### config.mk
export PLATFORM = sky130hd
export DESIGN_NAME = ipe_top
export DESIGN_NICKNAME = d
export VERILOG_FILES = /design/src/verilog/ipe_pkg.sv /design/src/verilog/ipe_regs_if.sv /design/src/verilog/ipe_sfr.sv /design/src/verilog/ipe_top.sv
export VERILOG_INCLUDE_DIRS = /design/src /design/src/verilog
export SDC_FILE = /design/constraint.sdc
export NUM_CORES = 1
export LEC_CHECK = 0
export ABC_AREA = 1
export BUFFER_PORTS_ARGS = -buffer_cell sky130_fd_sc_hd__buf_4
export CORE_UTILIZATION = 30
export DETAILED_ROUTE_END_ITERATION = 10
export PLACE_DENSITY_LB_ADDON = 0.3
export SLEW_MARGIN = 0
export SYNTH_ARGS = -nofsm -noshare
export SYNTH_HDL_FRONTEND = slang
export SYNTH_SLANG_ARGS = --single-unit
### constraint.sdc
create_clock -name clock -period 0.9 [get_ports clock]
set_input_delay 0.09 -clock clock [delete_from_list [all_inputs] [get_ports clock]]
set_output_delay 0.09 -clock clock [all_outputs]
set_load 0.02 [all_outputs]
### src/verilog/ipe_cfg.svh
// Constants for the interrupt priority and extended enable block.
// Operation
// - Priority-select bit 6 gives the serial peripheral interface low (0) or high (1) priority.
// - Priority-select bit 5 gives timer 2 low (0) or high (1) priority.
// - Priority-select bit 3 gives timer 1 low (0) or high (1) priority.
// - The extended enable register answers at address 0xE6 on every page, read and write.
// - Reset clears the whole extended enable register, masking all its sources.
// - Extended enable bit 7 passes either timer 3 overflow flag or masks both.
// - Extended enable bit 6 passes either comparator 1 edge flag or masks both.
// - Extended enable bit 5 passes either comparator 0 edge flag or masks both.
// - Extended enable bit 4 passes or masks all counter array requests.
// - Extended enable bit 3 passes or masks the end-of-conversion flag.
// - Extended enable bit 2 passes or masks the window-comparison flag.
// - Extended enable bit 1 is unused, reads zero and ignores writes.
// - Extended enable bit 0 passes or masks all SMBus requests.
// - No request reaches the core while the global gate is clear.
`ifndef IPE_CFG_SVH
`define IPE_CFG_SVH
`define IPE_EIE_ADDR 8'hE6
`define IPE_IP_ADDR 8'hB9
`define IPE_EIE_RESET 8'h00
`define IPE_IP_RESET 8'h80
`define IPE_EIE_USED 8'hFD
`define IPE_IP_USED 8'h7F
`define IPE_IP_FIXED 8'h80
`define IPE_EIE_T3 7
`define IPE_EIE_CP1 6
`define IPE_EIE_CP0 5
`define IPE_EIE_PCA 4
`define IPE_EIE_ADC 3
`define IPE_EIE_WIN 2
`define IPE_EIE_UNUSED 1
`define IPE_EIE_SMB 0
`define IPE_IP_SPI 6
`define IPE_IP_T2 5
`define IPE_IP_UART 4
`define IPE_IP_T1 3
`define IPE_IP_EXT1 2
`define IPE_IP_T0 1
`define IPE_IP_EXT0 0
`define IPE_NUM_LEGACY 7
`define IPE_NUM_SRC 14
`define IPE_PCA_FLAGS 7
`endif

### src/verilog/ipe_pkg.sv
// Types shared by the interrupt priority and extended enable block.
`default_nettype none
package ipe_pkg;
  typedef logic [7:0] ipe_byte_t;
  typedef logic [13:0] ipe_src_vec_t;
endpackage : ipe_pkg
`default_nettype wire

### src/verilog/ipe_regs_if.sv
// Interface between the register file and the gating logic.
`timescale 1ns/10ps
`default_nettype none
interface ipe_regs_if;
  logic [7:0] addr;
  ipe_pkg::ipe_byte_t wdata;
  logic we;
  logic re;
  ipe_pkg::ipe_byte_t rdata;
  ipe_pkg::ipe_byte_t prio_q;
  ipe_pkg::ipe_byte_t enable_q;
  modport regs (input addr, input wdata, input we, input re,
                output rdata, output prio_q, output enable_q);
  modport user (output addr, output wdata, output we, output re,
                input rdata, input prio_q, input enable_q);
endinterface : ipe_regs_if
`default_nettype wire

### src/verilog/ipe_sfr.sv
// Register file holding the priority-select and extended enable registers.
`timescale 1ns/10ps
`default_nettype none
`include "ipe_cfg.svh"
module ipe_sfr #(
  parameter logic [7:0] PRIO_ADDR = `IPE_IP_ADDR
) (
  input wire logic clock,
  input wire logic srst,
  ipe_regs_if.regs bus
);
  ////////////////////////////////////////////////////////////////////////////
  // Register storage.
  ipe_pkg::ipe_byte_t prio_q;
  ipe_pkg::ipe_byte_t enable_q;
  ipe_pkg::ipe_byte_t rdata_q;

  always_ff @(posedge clock)
  begin
    if (srst)
    begin
      prio_q <= `IPE_IP_RESET;
    end
    else if (bus.we && bus.addr == PRIO_ADDR)
    begin
      prio_q <= (bus.wdata & `IPE_IP_USED) | `IPE_IP_FIXED;
    end
  end

  always_ff @(posedge clock)
  begin
    if (srst)
    begin
      enable_q <= `IPE_EIE_RESET;
    end
    else if (bus.we && bus.addr == `IPE_EIE_ADDR)
    begin
      enable_q <= bus.wdata & `IPE_EIE_USED;
    end
  end

  ////////////////////////////////////////////////////////////////////////////
  // Read data, one cycle after the read strobe; unmapped addresses read zero.
  always_ff @(posedge clock)
  begin
    if (srst)
    begin
      rdata_q <= 8'h00;
    end
    else if (bus.re)
    begin
      if (bus.addr == `IPE_EIE_ADDR)
      begin
        rdata_q <= enable_q & `IPE_EIE_USED;
      end
      else if (bus.addr == PRIO_ADDR)
      begin
        rdata_q <= prio_q | `IPE_IP_FIXED;
      end
      else
      begin
        rdata_q <= 8'h00;
      end
    end
  end

  assign bus.prio_q = prio_q;
  assign bus.enable_q = enable_q;
  assign bus.rdata = rdata_q;
endmodule : ipe_sfr
`default_nettype wire

### src/verilog/ipe_top.sv
// Interrupt priority select and extended enable gating toward the core.
`timescale 1ns/10ps
`default_nettype none
`include "ipe_cfg.svh"
module ipe_top #(
  parameter logic [7:0] PRIO_ADDR = `IPE_IP_ADDR,
  parameter int PCA_FLAGS = `IPE_PCA_FLAGS
) (
  input wire logic clock,
  input wire logic srst,
  input wire logic [7:0] sfr_addr,
  input wire logic [7:0] sfr_wdata,
  input wire logic sfr_we,
  input wire logic sfr_re,
  output logic [7:0] sfr_rdata,
  input wire logic global_irq_gate,
  input wire logic [6:0] legacy_req,
  input wire logic [7:0] ext_prio,
  input wire logic timer3_low_overflow,
  input wire logic timer3_high_overflow,
  input wire logic comparator1_rise_flag,
  input wire logic comparator1_fall_flag,
  input wire logic comparator0_rise_flag,
  input wire logic comparator0_fall_flag,
  input wire logic [PCA_FLAGS-1:0] pca_req,
  input wire logic conversion_done_flag,
  input wire logic window_compare_flag,
  input wire logic smbus_req,
  input wire logic in_service_low,
  input wire logic in_service_high,
  output logic [13:0] src_pending,
  output logic [13:0] src_high_prio,
  output logic irq_high_req,
  output logic irq_low_req
);
  ////////////////////////////////////////////////////////////////////////////
  // Register file.
  ipe_regs_if regs ();

  assign regs.addr = sfr_addr;
  assign regs.wdata = sfr_wdata;
  assign regs.we = sfr_we;
  assign regs.re = sfr_re;
  assign sfr_rdata = regs.rdata;

  ipe_sfr #(
    .PRIO_ADDR(PRIO_ADDR)
  ) u_sfr (
    .clock(clock),
    .srst(srst),
    .bus(regs)
  );

  ////////////////////////////////////////////////////////////////////////////
  // Source gating.
  function automatic logic gate_pair(input logic mask, input logic a, input logic b);
    gate_pair = mask & (a | b);
  endfunction : gate_pair

  logic timer3_irq_mask;
  logic comparator1_irq_mask;
  logic comparator0_irq_mask;
  logic counter_array_irq_mask;
  logic conversion_done_irq_mask;
  logic window_compare_irq_mask;
  logic smbus_irq_mask;
  logic serial_periph_prio;
  logic timer2_prio;
  logic uart_prio;
  logic timer1_prio;
  logic ext_input1_prio;
  logic timer0_prio;
  logic ext_input0_prio;
  ipe_pkg::ipe_src_vec_t src_req;
  ipe_pkg::ipe_src_vec_t src_prio;
  ipe_pkg::ipe_src_vec_t pending_d;
  ipe_pkg::ipe_src_vec_t pending_q;
  ipe_pkg::ipe_src_vec_t prio_q;
  logic high_any;
  logic low_any;
  logic irq_high_q;
  logic irq_low_q;

  assign timer3_irq_mask = regs.enable_q[`IPE_EIE_T3];
  assign comparator1_irq_mask = regs.enable_q[`IPE_EIE_CP1];
  assign comparator0_irq_mask = regs.enable_q[`IPE_EIE_CP0];
  assign counter_array_irq_mask = regs.enable_q[`IPE_EIE_PCA];
  assign conversion_done_irq_mask = regs.enable_q[`IPE_EIE_ADC];
  assign window_compare_irq_mask = regs.enable_q[`IPE_EIE_WIN];
  assign smbus_irq_mask = regs.enable_q[`IPE_EIE_SMB];
  assign serial_periph_prio = regs.prio_q[`IPE_IP_SPI];
  assign timer2_prio = regs.prio_q[`IPE_IP_T2];
  assign uart_prio = regs.prio_q[`IPE_IP_UART];
  assign timer1_prio = regs.prio_q[`IPE_IP_T1];
  assign ext_input1_prio = regs.prio_q[`IPE_IP_EXT1];
  assign timer0_prio = regs.prio_q[`IPE_IP_T0];
  assign ext_input0_prio = regs.prio_q[`IPE_IP_EXT0];

  // Sources in vector order: legacy seven, then extended ones.
  assign src_req[6:0] = legacy_req;
  assign src_req[7] = smbus_irq_mask & smbus_req;
  assign src_req[8] = window_compare_irq_mask & window_compare_flag;
  assign src_req[9] = conversion_done_irq_mask & conversion_done_flag;
  assign src_req[10] = counter_array_irq_mask & (|pca_req);
  assign src_req[11] = gate_pair(comparator0_irq_mask, comparator0_rise_flag,
                                 comparator0_fall_flag);
  assign src_req[12] = gate_pair(comparator1_irq_mask, comparator1_rise_flag,
                                 comparator1_fall_flag);
  assign src_req[13] = gate_pair(timer3_irq_mask, timer3_low_overflow,
                                 timer3_high_overflow);

  assign src_prio[0] = ext_input0_prio;
  assign src_prio[1] = timer0_prio;
  assign src_prio[2] = ext_input1_prio;
  assign src_prio[3] = timer1_prio;
  assign src_prio[4] = uart_prio;
  assign src_prio[5] = timer2_prio;
  assign src_prio[6] = serial_periph_prio;
  assign src_prio[7] = ext_prio[0];
  assign src_prio[8] = ext_prio[2];
  assign src_prio[9] = ext_prio[3];
  assign src_prio[10] = ext_prio[4];
  assign src_prio[11] = ext_prio[5];
  assign src_prio[12] = ext_prio[6];
  assign src_prio[13] = ext_prio[7];

  assign pending_d = src_req & {`IPE_NUM_SRC{global_irq_gate}};
  assign high_any = |(pending_d & src_prio);
  assign low_any = |(pending_d & ~src_prio);

  ////////////////////////////////////////////////////////////////////////////
  // Registered outputs toward the core.
  always_ff @(posedge clock)
  begin
    if (srst)
    begin
      pending_q <= '0;
      prio_q <= '0;
    end
    else
    begin
      pending_q <= pending_d;
      prio_q <= src_prio;
    end
  end

  always_ff @(posedge clock)
  begin
    if (srst)
    begin
      irq_high_q <= 1'b0;
      irq_low_q <= 1'b0;
    end
    else
    begin
      irq_high_q <= high_any & ~in_service_high;
      irq_low_q <= low_any & ~in_service_high & ~in_service_low;
    end
  end

  assign src_pending = pending_q;
  assign src_high_prio = prio_q;
  assign irq_high_req = irq_high_q;
  assign irq_low_req = irq_low_q;

  ////////////////////////////////////////////////////////////////////////////
  // Checks.
  serial_prio_a: assert property (@(posedge clock) disable iff (srst)
    sfr_we && sfr_addr == PRIO_ADDR |=> ##1 src_high_prio[6] == $past(sfr_wdata[6], 2))
    else $error("serial peripheral priority not taken from bit 6");
  timer2_prio_a: assert property (@(posedge clock) disable iff (srst)
    sfr_we && sfr_addr == PRIO_ADDR |=> ##1 src_high_prio[5] == $past(sfr_wdata[5], 2))
    else $error("timer 2 priority not taken from bit 5");
  timer1_prio_a: assert property (@(posedge clock) disable iff (srst)
    sfr_we && sfr_addr == PRIO_ADDR |=> ##1 src_high_prio[3] == $past(sfr_wdata[3], 2))
    else $error("timer 1 priority not taken from bit 3");
  low_prio_bits_a: assert property (@(posedge clock) disable iff (srst)
    ##1 {src_high_prio[4], src_high_prio[2:0]} ==
        {$past(regs.prio_q[4]), $past(regs.prio_q[2:0])})
    else $error("remaining priority bits mapped wrongly");
  prio_bit7_a: assert property (@(posedge clock) disable iff (srst)
    sfr_re && sfr_addr == PRIO_ADDR |=> sfr_rdata[7])
    else $error("priority bit 7 did not read one");
  enable_rw_a: assert property (@(posedge clock) disable iff (srst)
    sfr_we && sfr_addr == `IPE_EIE_ADDR ##1 sfr_re && sfr_addr == `IPE_EIE_ADDR && !sfr_we
    |=> sfr_rdata == ($past(sfr_wdata, 2) & `IPE_EIE_USED))
    else $error("extended enable read back differs from write");
  enable_reset_a: assert property (@(posedge clock)
    srst |=> regs.enable_q == `IPE_EIE_RESET && src_pending[13:7] == 7'h00)
    else $error("extended enable not cleared by reset");
  timer3_mask_a: assert property (@(posedge clock) disable iff (srst)
    global_irq_gate && timer3_irq_mask && timer3_high_overflow |=> src_pending[13])
    else $error("timer 3 request not passed");
  pca_mask_a: assert property (@(posedge clock) disable iff (srst)
    !counter_array_irq_mask |=> !src_pending[10])
    else $error("counter array request passed while masked");
  unused_bit1_a: assert property (@(posedge clock) disable iff (srst)
    sfr_re && sfr_addr == `IPE_EIE_ADDR |=> !sfr_rdata[1])
    else $error("extended enable bit 1 did not read zero");
  smbus_mask_a: assert property (@(posedge clock) disable iff (srst)
    src_pending[7] |-> $past(smbus_irq_mask) && $past(smbus_req))
    else $error("smbus request passed without its enable");
  global_gate_a: assert property (@(posedge clock) disable iff (srst)
    !global_irq_gate |=> src_pending == '0 && !irq_high_req && !irq_low_req)
    else $error("request reached core with global gate clear");
  preempt_a: assert property (@(posedge clock) disable iff (srst)
    in_service_low && !in_service_high && global_irq_gate && (|(src_req & src_prio))
    |=> irq_high_req && !irq_low_req)
    else $error("high request did not preempt low routine");
endmodule : ipe_top
`default_nettype wire

==> flow_metrics.tcl, run 1 <==
set metrics [dict create \
    antenna_found_initial 0 \
    cp_slowest_stage_delay_ps 350 \
    cp.required_ps 1110 \
    drive_gt1_share_pct 43.7 \
    synth_cells 328 \
    p_per_area_mw_per_mm2 1320 \
    cts_tree "done" \
    synth-seq-cells 52 \
    max_freq_mhz 1040 \
    clkLatencyLatePin_ps 310 \
    start_kind "register" \
    setup_ws_ps -64.5 \
    hold_violations 0 \
    synth.distinct_cells 25 \
    synth_area_per_cell_um2 6.92 \
    syn_nets 382 \
    status "finished, violations left" \
    cap_violations 0 \
    grt_overflow 0 \
    yosysSeqAreaShare_pct 45.9 \
    instances_no_fill 543 \
    initial_utilization_pct 31.1 \
    min_period_ps 965 \
    htreeDepth 2 \
    cts_made_buffers 5 \
    drt_pre_antenna_iters 4 \
    p_leak_nw 1.80 \
    path_cells "nand2_2 -> inv_2 -> nand3_2 -> nand2_2 -> nor2_2 -> nand2_1 -> nor2_1 -> nor2_1" \
    fin_crit_sh_pct 107 \
    netlist_area_mm2 0.00227 \
    port_buffers 90 \
    drt-initial-drc-count 44 \
    synthTopCellsByArea "dfxtp_1 46%, nand2_1 11%, nor2_1 10%, inv_1 9.9%, nand3_1 6.6%" \
    worst-path-buf-inv 1 \
    crit_slowest_cell "dfxtp_2" \
    crit_type "reg -> reg" \
    setup_viol 2 \
    finalMaxSlewViolations 0 \
    globalplace.congestion 0.810 \
    holdBufCountCts 0 \
    critPathTopFamily "simple AND/OR/NAND/NOR gates" \
    drc 0 \
    grt_pass1_vias 2197 \
    cts.sinks 52 \
    yosysMostFrequentCell "nand2_1" \
    layout.nets 497 \
    wl_per_cell_um 11.4 \
    dieArea_mm2 0.00792 \
    ir_worst_vdd_mv 0.793 \
    vias 2378 \
    viasPerCell 4.38 \
    placedCellCount 533 \
    hold_path.class "in -> reg" \
    skew_ps 5.76 \
    syn_to_final_growth_pct 53.2 \
    crit_fanout 3 \
    end_kind "register" \
    cts_root_buffer "clkbuf_8" \
    relSlewSlack_pct 77.6 \
    yosys.area.top_type_share_pct 45.9 \
    ys_warn_count 0 \
    io_pins 92 \
    totalWireLength_um 6180 \
    synth_enable_flop_cells 0 \
    synth_ff_type "dfxtp_1" \
    fill_cells 771 \
    coreArea_mm2 0.00729 \
    rsz0062_at_grt "true" \
    tightest_slew_ps 336 \
    final_util_pct 47.7 \
    cp.arrival_ps 1180 \
    clkSlewWorstSetupHoldPaths_ps 90 \
    diodes 0 \
    die_w_um 89.0 \
    violations "setup timing" \
    num_rows 31 \
    dp_slack_ps -159 \
    grt_max_degree 35 \
    clk_path_buf_depth 2 \
    die_y_um 89.0 \
    synth_commonest_cells "64 x nand2_1, 62 x nor2_1, 60 x inv_1" \
    fin_total_pwr_mw 4.61 \
    yosys.area.top_type "dfxtp_1" \
    grt_pass1_wl_um 9560 \
    async_flop_share_pct 0 \
    dp.final_hpwl_um 4880 \
    track_usage_pct 15.9 \
    ant_nets 0 \
]
==> cell usage in the layout (no fill, tap or decap), drive strengths merged <==
| cell type | Yosys | layout |
|---|---|---|
| buf | 6 | 119 |
| nor2 | 71 | 71 |
| nand2 | 66 | 66 |
| inv | 62 | 62 |
| dfxtp | 52 | 52 |
| nand3 | 31 | 31 |
| o21ai | 17 | 17 |
| a21oi | 8 | 8 |
| clkbuf | 5 | 5 |
| nand4 | 4 | 4 |
| nor3 | 4 | 4 |
| or2 | 1 | 1 |
| a31oi | 1 | 1 |
| bufinv | 0 | 1 |
| clkinv | 0 | 1 |
| clkinvlp | 0 | 1 |
==> flip-flops by register name, indices dropped and copies added, names as in the netlist <==
name and cells:
irq_high_req 1, irq_low_req 1, src_high_prio 14, src_pending 14, u_sfr.bus.enable_q 7, u_sfr.bus.prio_q 7, u_sfr.bus.rdata 8
==> worst min-delay path: stages <==
cell and delay (ps):
buf_4 80, inv_1 50, nor2_1 70
==> kinds of logic after synthesis <==
| kind of cell | synth area share [%] |
|---|---|
| simple gates | 35.4 |
| buf+inv | 12.9 |
| flops | 45.9 |
| compound gates | 5.79 |
==> area by class of cell <==
| class | count | area [µm²] | share of cell area (%) |
|---|---|---|---|
| Multi-Input combinational cell | 203 | 1010 | 29.1 |
| Tap cell | 99 | 124 | 3.56 |
| Sequential cell | 52 | 1070 | 30.8 |
| Timing Repair Buffer | 119 | 920 | 26.4 |
| Inverter | 62 | 238 | 6.84 |
| Clock inverter | 3 | 42.5 | 1.22 |
| Clock buffer | 5 | 68.8 | 1.98 |
==> timing repair <==
| item | CTS | global route |
|---|---|---|
| endpoints found under the setup margin | 6 | 20 |
| buffers inserted | 1 | 2 |
| pin swaps | 9 | 12 |
| resized for setup | 25 | 39 |
| hold endpoints to repair | 0 | 0 |
==> metal layers <==
metal / up-vias / track usage (%) / wire length [µm]
met5: - / 0 / 0
met4: 0 / 4.33 / 81
met3: 8 / 4.06 / 483
met2: 83 / 28.9 / 2980
met1: 1073 / 18.6 / 2630
li1: 1214 / - / -
==> through the flow <==
stage / setup TNS [ps] / area (µm²) / hold slack, ps
after floorplan: -64.5 / 2280 / 212
after global placement: -2430 / 3220 / 327
after detailed placement: -2770 / 3220 / 327
after CTS: -149 / 3380 / 11.9
after global routing: -316 / 3480 / 11.7
final: -118 / 3480 / 11.5
==> path summary, 6_finish.rpt <==
check	from	to	slack [ps]	cells after the start
max	u_sfr.bus.enable_q[7]	irq_high_req	-60	8
min	ext_prio[3]	src_high_prio[9]	10	3
max reg2reg	u_sfr.bus.enable_q[7]	irq_high_req	-60	8
min reg2reg	u_sfr.bus.enable_q[2]	src_pending[8]	500	2
==> report_power, final <==
part	switching, mW	total (mW)	internal, mW
Combinational	0.325	0.631	0.306
Clock	0.784	1.61	0.823
Sequential	0.0197	2.37	2.35
Note: power is estimated with default switching activity, not from simulation.
==> run 2, diff against run 1 <==
Settings changed: ABC_AREA 1 to unset, CTS_CLUSTER_DIAMETER set to 30.
==> run 2 against run 1 <==
The flow still finishes with violations (setup timing); flip-flop and latch count unchanged; clock skew up 3.3 ps; synthesized cell count down 42%; critical path depth down 4; sequential share of layout area up 0.64 points; via count down 23%; first-iteration DRC count down 25%.
==> flow_metrics.tcl, run 2 <==
set metrics [dict create \
    placedCellCount 387 \
    yosys.area.top_type "dfxtp_1" \
    p_leak_nw 1.51 \
    ir_worst_vdd_mv 0.940 \
    grt_max_degree 30 \
    setup_viol 20 \
    synth_enable_flop_cells 0 \
    fill_cells 561 \
    drc 0 \
    io_pins 92 \
    status "finished, violations left" \
    port_buffers 90 \
    clk_path_buf_depth 2 \
    max_freq_mhz 795 \
    cap_violations 0 \
    regArea_mm2 0.00105 \
    htreeDepth 2 \
    synth_area_per_cell_um2 10.0 \
    tightest_slew_ps 359 \
    die_y_um 81.6 \
    min_period_ps 1260 \
    coreArea_mm2 0.00603 \
    synthTopCellsByArea "dfxtp_1 55%, mux2i_1 7.4%, nor2_1 6.5%, nor2b_1 4.6%, a211oi_1 3.2%" \
    cts_tree "done" \
    fin_total_pwr_mw 5.09 \
    final_util_pct 55.6 \
    synth_xor_area_share_pct 0 \
    yosysSeqAreaShare_pct 54.7 \
    yosys.area.top_type_share_pct 54.7 \
    synth.distinct_cells 32 \
    viasPerCell 4.61 \
    synth_ff_type "dfxtp_1" \
    synth_simple_gate_area_share_pct 23.8 \
    ant_nets 0 \
    globalplace.congestion 0.833 \
    synth_top_family_by_area "simple AND/OR/NAND/NOR gates" \
    ys_warn_count 0 \
    syn_to_final_growth_pct 76.2 \
    grt_pass1_vias 1672 \
    crit_type "reg -> reg" \
    drt-initial-drc-count 33 \
    wl_per_cell_um 13.3 \
    skew_ps 9.04 \
    rsz0062_at_grt "true" \
    initial_utilization_pct 31.6 \
    antenna_found_initial 0 \
    hold_violations 0 \
    yosysMostFrequentCell "dfxtp_1" \
    dieArea_mm2 0.00666 \
    multiInputGateArea_um2 958 \
    grt_pass1_wl_um 7860 \
    drive_gt1_share_pct 53.7 \
    finalMaxSlewViolations 0 \
    synth_commonest_cells "52 x dfxtp_1, 33 x nor2_1, 14 x mux2i_1, 14 x nor2b_1" \
    grt_overflow 0 \
    violations "setup timing" \
    final_area_mm2 0.00335 \
    drt_pre_antenna_iters 4 \
    clkLatencyLatePin_ps 300 \
    netlist_area_mm2 0.00190 \
    async_flop_share_pct 0 \
    start_kind "register" \
    final_cell_mix "119 x buf_4, 41 x dfxtp_1, 33 x nor2_1" \
    cts.sinks 52 \
    diodes 0 \
    cts_made_buffers 5 \
    totalWireLength_um 5300 \
    synthAdderAreaFrac_pct 0 \
    layout.nets 377 \
    cp.required_ps 1090 \
    cp_slowest_stage_delay_ps 350 \
    crit_fanout 3 \
    track_usage_pct 15.8 \
    end_kind "register" \
    syn_nets 244 \
    synth_cells 190 \
    setup_ws_ps -357 \
    dp.final_hpwl_um 3980 \
    cts_root_buffer "clkbuf_8" \
    synthMuxAreaShare_pct 7.37 \
    relSlewSlack_pct 75.8 \
    crit_slowest_cell "dfxtp_2" \
    placed_area_mm2 0.00298 \
    num_rows 28 \
    hold_path.class "in -> reg" \
    cp.arrival_ps 1440 \
    path_cells "a222oi_1 -> nand3_1 -> a311oi_2 -> a211oi_1" \
    final_common_cell "buf_4" \
    instances_no_fill 399 \
    dp_slack_ps -547 \
    clkSlewWorstSetupHoldPaths_ps 100 \
    fin_crit_sh_pct 140 \
    p_per_area_mw_per_mm2 1520 \
    die_w_um 81.6 \
    synth-compound-area-share_pct 11.7 \
    vias 1840 \
    synth-seq-cells 52 \
]
## run 2: final timing paths
kind / slack, ps / end / startpoint / cells after the start
worst max-delay path: -360 / irq_high_req / u_sfr.bus.prio_q[3] / 4
worst min-delay path: 20 / u_sfr.bus.enable_q[7] / sfr_wdata[7] / 3
worst max register to register: -360 / irq_high_req / u_sfr.bus.prio_q[3] / 4
worst min register to register: 500 / u_sfr.bus.rdata[1] / u_sfr.bus.rdata[1] / 2
## run 2: per-layer routing
| metal | global-route usage, % | vias up | part of all wire [%] |
|---|---|---|---|
| met5 | 0 | - | 0 |
| met4 | 5.26 | 0 | 0.94 |
| met3 | 3.11 | 5 | 6.5 |
| met2 | 26.3 | 67 | 49 |
| met1 | 20.4 | 833 | 44 |
| li1 | - | 935 | - |
## run 2: area by class of cell
cell class | count | share of cell area, %
repair buffers | 133 | 31.8
well taps | 75 | 2.80
clock inverters | 3 | 2.69
clock buffers | 5 | 2.05
multi-input cells | 126 | 28.6
inverters | 5 | 0.560
flip-flops and latches | 52 | 31.5
## run 2: worst max-delay path: cells and delay by family, from the launching register on
family	cells	cell delay, ps
compound gates	3	640
flops	1	350
simple gates	1	160
## run 2: report_power, final
group | switching (mW) | total [mW] | internal [mW]
registers | 0.0183 | 2.37 | 2.35
clock network | 0.764 | 2.15 | 1.39
logic | 0.252 | 0.568 | 0.317
total | 1.03 | 5.09 | 4.05
## run 2: kinds of logic after synthesis
family                 after synthesis
AOI/OAI and AO/OA                   31
buffers and inverters               12
DFF                                 52
muxes                               14
and+or+nand+nor                     81
## run 2: stage by stage
stage                     TNS, ps  hold slack, ps
after floorplan             -5650             168
after global placement      -9760             271
after detailed placement   -10130             271
after CTS                   -3010            10.1
after global routing        -3480            24.1
final                       -2400            23.1
## run 2: timing repair
action,in CTS,in global routing
hold buffers,2,0
gates resized for setup,25,17
gates cloned,0,0
setup buffers,2,1
endpoints found under the hold margin,2,0
endpoints found under the setup margin,25,30
pin swaps,17,5
==> run 3, diff against run 2 <==
Settings changed: CORE_ASPECT_RATIO set to 0.75, SYNTH_HIERARCHICAL set to 1.
==> run 3 against run 2 <==
The run still ends with setup timing left; synthesized area is 2.0% higher; via count grew 3.5%; utilization rose by 1.9 points; setup slack better by 110 ps; fmax up 9.8%; clock power shrank 35%; worst hold slack got worse by 5.9 ps; critical path depth unchanged; global-route usage grew 0.39 points; sequential share of layout area shrank 0.56 points; clock skew is 0.69 ps lower; critical endpoint unchanged.
==> flow_metrics.tcl, run 3 <==
set metrics [dict create \
    track_usage_pct 16.2 \
    synth_cells 197 \
    port_buffers 90 \
    cp_slowest_stage_delay_ps 330 \
    dp.final_hpwl_um 4190 \
    crit_type "reg -> reg" \
    syn_nets 251 \
    relSlewSlack_pct 75.1 \
    drc 0 \
    hold_path.class "in -> reg" \
    worst-path-buf-inv 0 \
    cp.arrival_ps 1340 \
    crit_fanout 2 \
    p_sw_share_pct 25.4 \
    ys_warn_count 6 \
    grt_pass1_wl_um 8320 \
    die_y_um 71.6 \
    p_leak_nw 1.57 \
    drive_gt1_share_pct 54.8 \
    setup_viol 16 \
    setup_ws_ps -245 \
    start_kind "register" \
    min_period_ps 1150 \
    skew_ps 8.34 \
    cts_made_buffers 5 \
    cp.required_ps 1090 \
    io_pins 92 \
    clk_path_buf_depth 2 \
    clkLatencyLatePin_ps 300 \
    rsz0062_at_grt "true" \
    die_w_um 94.8 \
    violations "setup timing" \
    cap_violations 0 \
    grt_overflow 0 \
    cts_tree "done" \
    power_switching_mw 1.10 \
    instances_no_fill 412 \
    path_cells "a222oi_1 -> nand3_1 -> a22oi_2 -> a311oi_1" \
    cts.sinks 52 \
    vias 1905 \
    grt_pass1_vias 1808 \
    final_cell_mix "100 x buf_4, 31 x dfxtp_1, 27 x nor2_1" \
    combPwrFrac_pct 13.7 \
    antenna_found_initial 0 \
    status "finished, violations left" \
    diodes 0 \
    netlist_area_mm2 0.00194 \
    end_kind "register" \
    layout.nets 387 \
    num_rows 24 \
    wl_per_cell_um 13.9 \
    multiInputGateArea_um2 992 \
    hold_violations 0 \
    final_common_cell "buf_4" \
    regArea_mm2 0.00107 \
    p_per_area_mw_per_mm2 1250 \
    grt_max_degree 26 \
    htreeDepth 2 \
    initial_utilization_pct 32.1 \
    totalWireLength_um 5730 \
    synth_area_per_cell_um2 9.84 \
    tightest_slew_ps 372 \
    drt_pre_antenna_iters 4 \
    ant_nets 0 \
    cts_root_buffer "clkbuf_8" \
    dieArea_mm2 0.00679 \
    power_frac_seq_pct 54.0 \
    crit_slowest_cell "dfxtp_2" \
    finalMaxSlewViolations 0 \
    critPathTopFamily "compound AO/OA/AOI/OAI gates" \
    drt-initial-drc-count 42 \
    clkPwrFrac_pct 32.3 \
    coreArea_mm2 0.00604 \
    fin_crit_sh_pct 127 \
    globalplace.congestion 0.784 \
    placedCellCount 394 \
    clkSlewWorstSetupHoldPaths_ps 110 \
    intPower_mw 3.23 \
    ir_worst_vdd_mv 0.569 \
    max_freq_mhz 873 \
    fill_cells 562 \
    dp_slack_ps -531 \
    tns_ps -1580 \
    viasPerCell 4.62 \
    syn_to_final_growth_pct 78.8 \
]
## run 3: layout make-up
class | count | area share, %
repair buffers | 135 | 33.7
flip-flops and latches | 52 | 30.9
multi-input cells | 127 | 28.6
well taps | 78 | 2.81
clock buffers | 5 | 1.98
inverters | 12 | 1.30
clock inverters | 3 | 0.721
## run 3: power by group through the flow
stage | Sequential, mW | Combinational (mW) | Clock (mW)
after floorplan | 2.44 | 0.126 | 0
after global placement | 2.40 | 0.511 | 0
after detailed placement | 2.40 | 0.517 | 0
after CTS | 2.35 | 0.546 | 1.44
after global routing | 2.34 | 0.634 | 1.56
final | 2.34 | 0.592 | 1.40
## run 3: path summary, 6_finish.rpt
check | start | end | slack, ps | cells after the start
worst min register to register | u_sfr/bus.rdata[7] | u_sfr/bus.rdata[7] | 470 | 2
worst min-delay path | legacy_req[2] | src_pending[2] | 20 | 2
worst max-delay path | u_sfr/bus.prio_q[0] | irq_high_req | -250 | 4
worst max register to register | u_sfr/bus.prio_q[0] | irq_high_req | -250 | 4
## run 3: layer usage
metal	track usage, %	vias to the layer above	share of wire, %
met1	22.3	866	48
met2	25.3	63	45
met4	3.54	0	0.31
li1	-	974	-
met5	0	-	0
met3	4.56	2	7.1
## run 3: timing repair
| item | in CTS | in global routing |
|---|---|---|
| pin swaps | 15 | 17 |
| hold buffers | 4 | 2 |
| cloned | 0 | 0 |
| setup endpoints to repair | 23 | 40 |
| buffers inserted | 5 | 2 |
| gates resized for setup | 28 | 47 |
| hold endpoints to repair | 4 | 2 |
## run 3: stage by stage
stage,instance area (µm²),power [mW],utilization (%),hold WS (ps)
finish,3470,4.33,57.5,17.2
global route,3470,4.54,57.5,8.77
CTS,3250,4.33,53.8,1.47
detailed placement,2990,2.92,49.5,261
global placement,2990,2.91,49.5,261
floorplan,1960,2.57,-,162
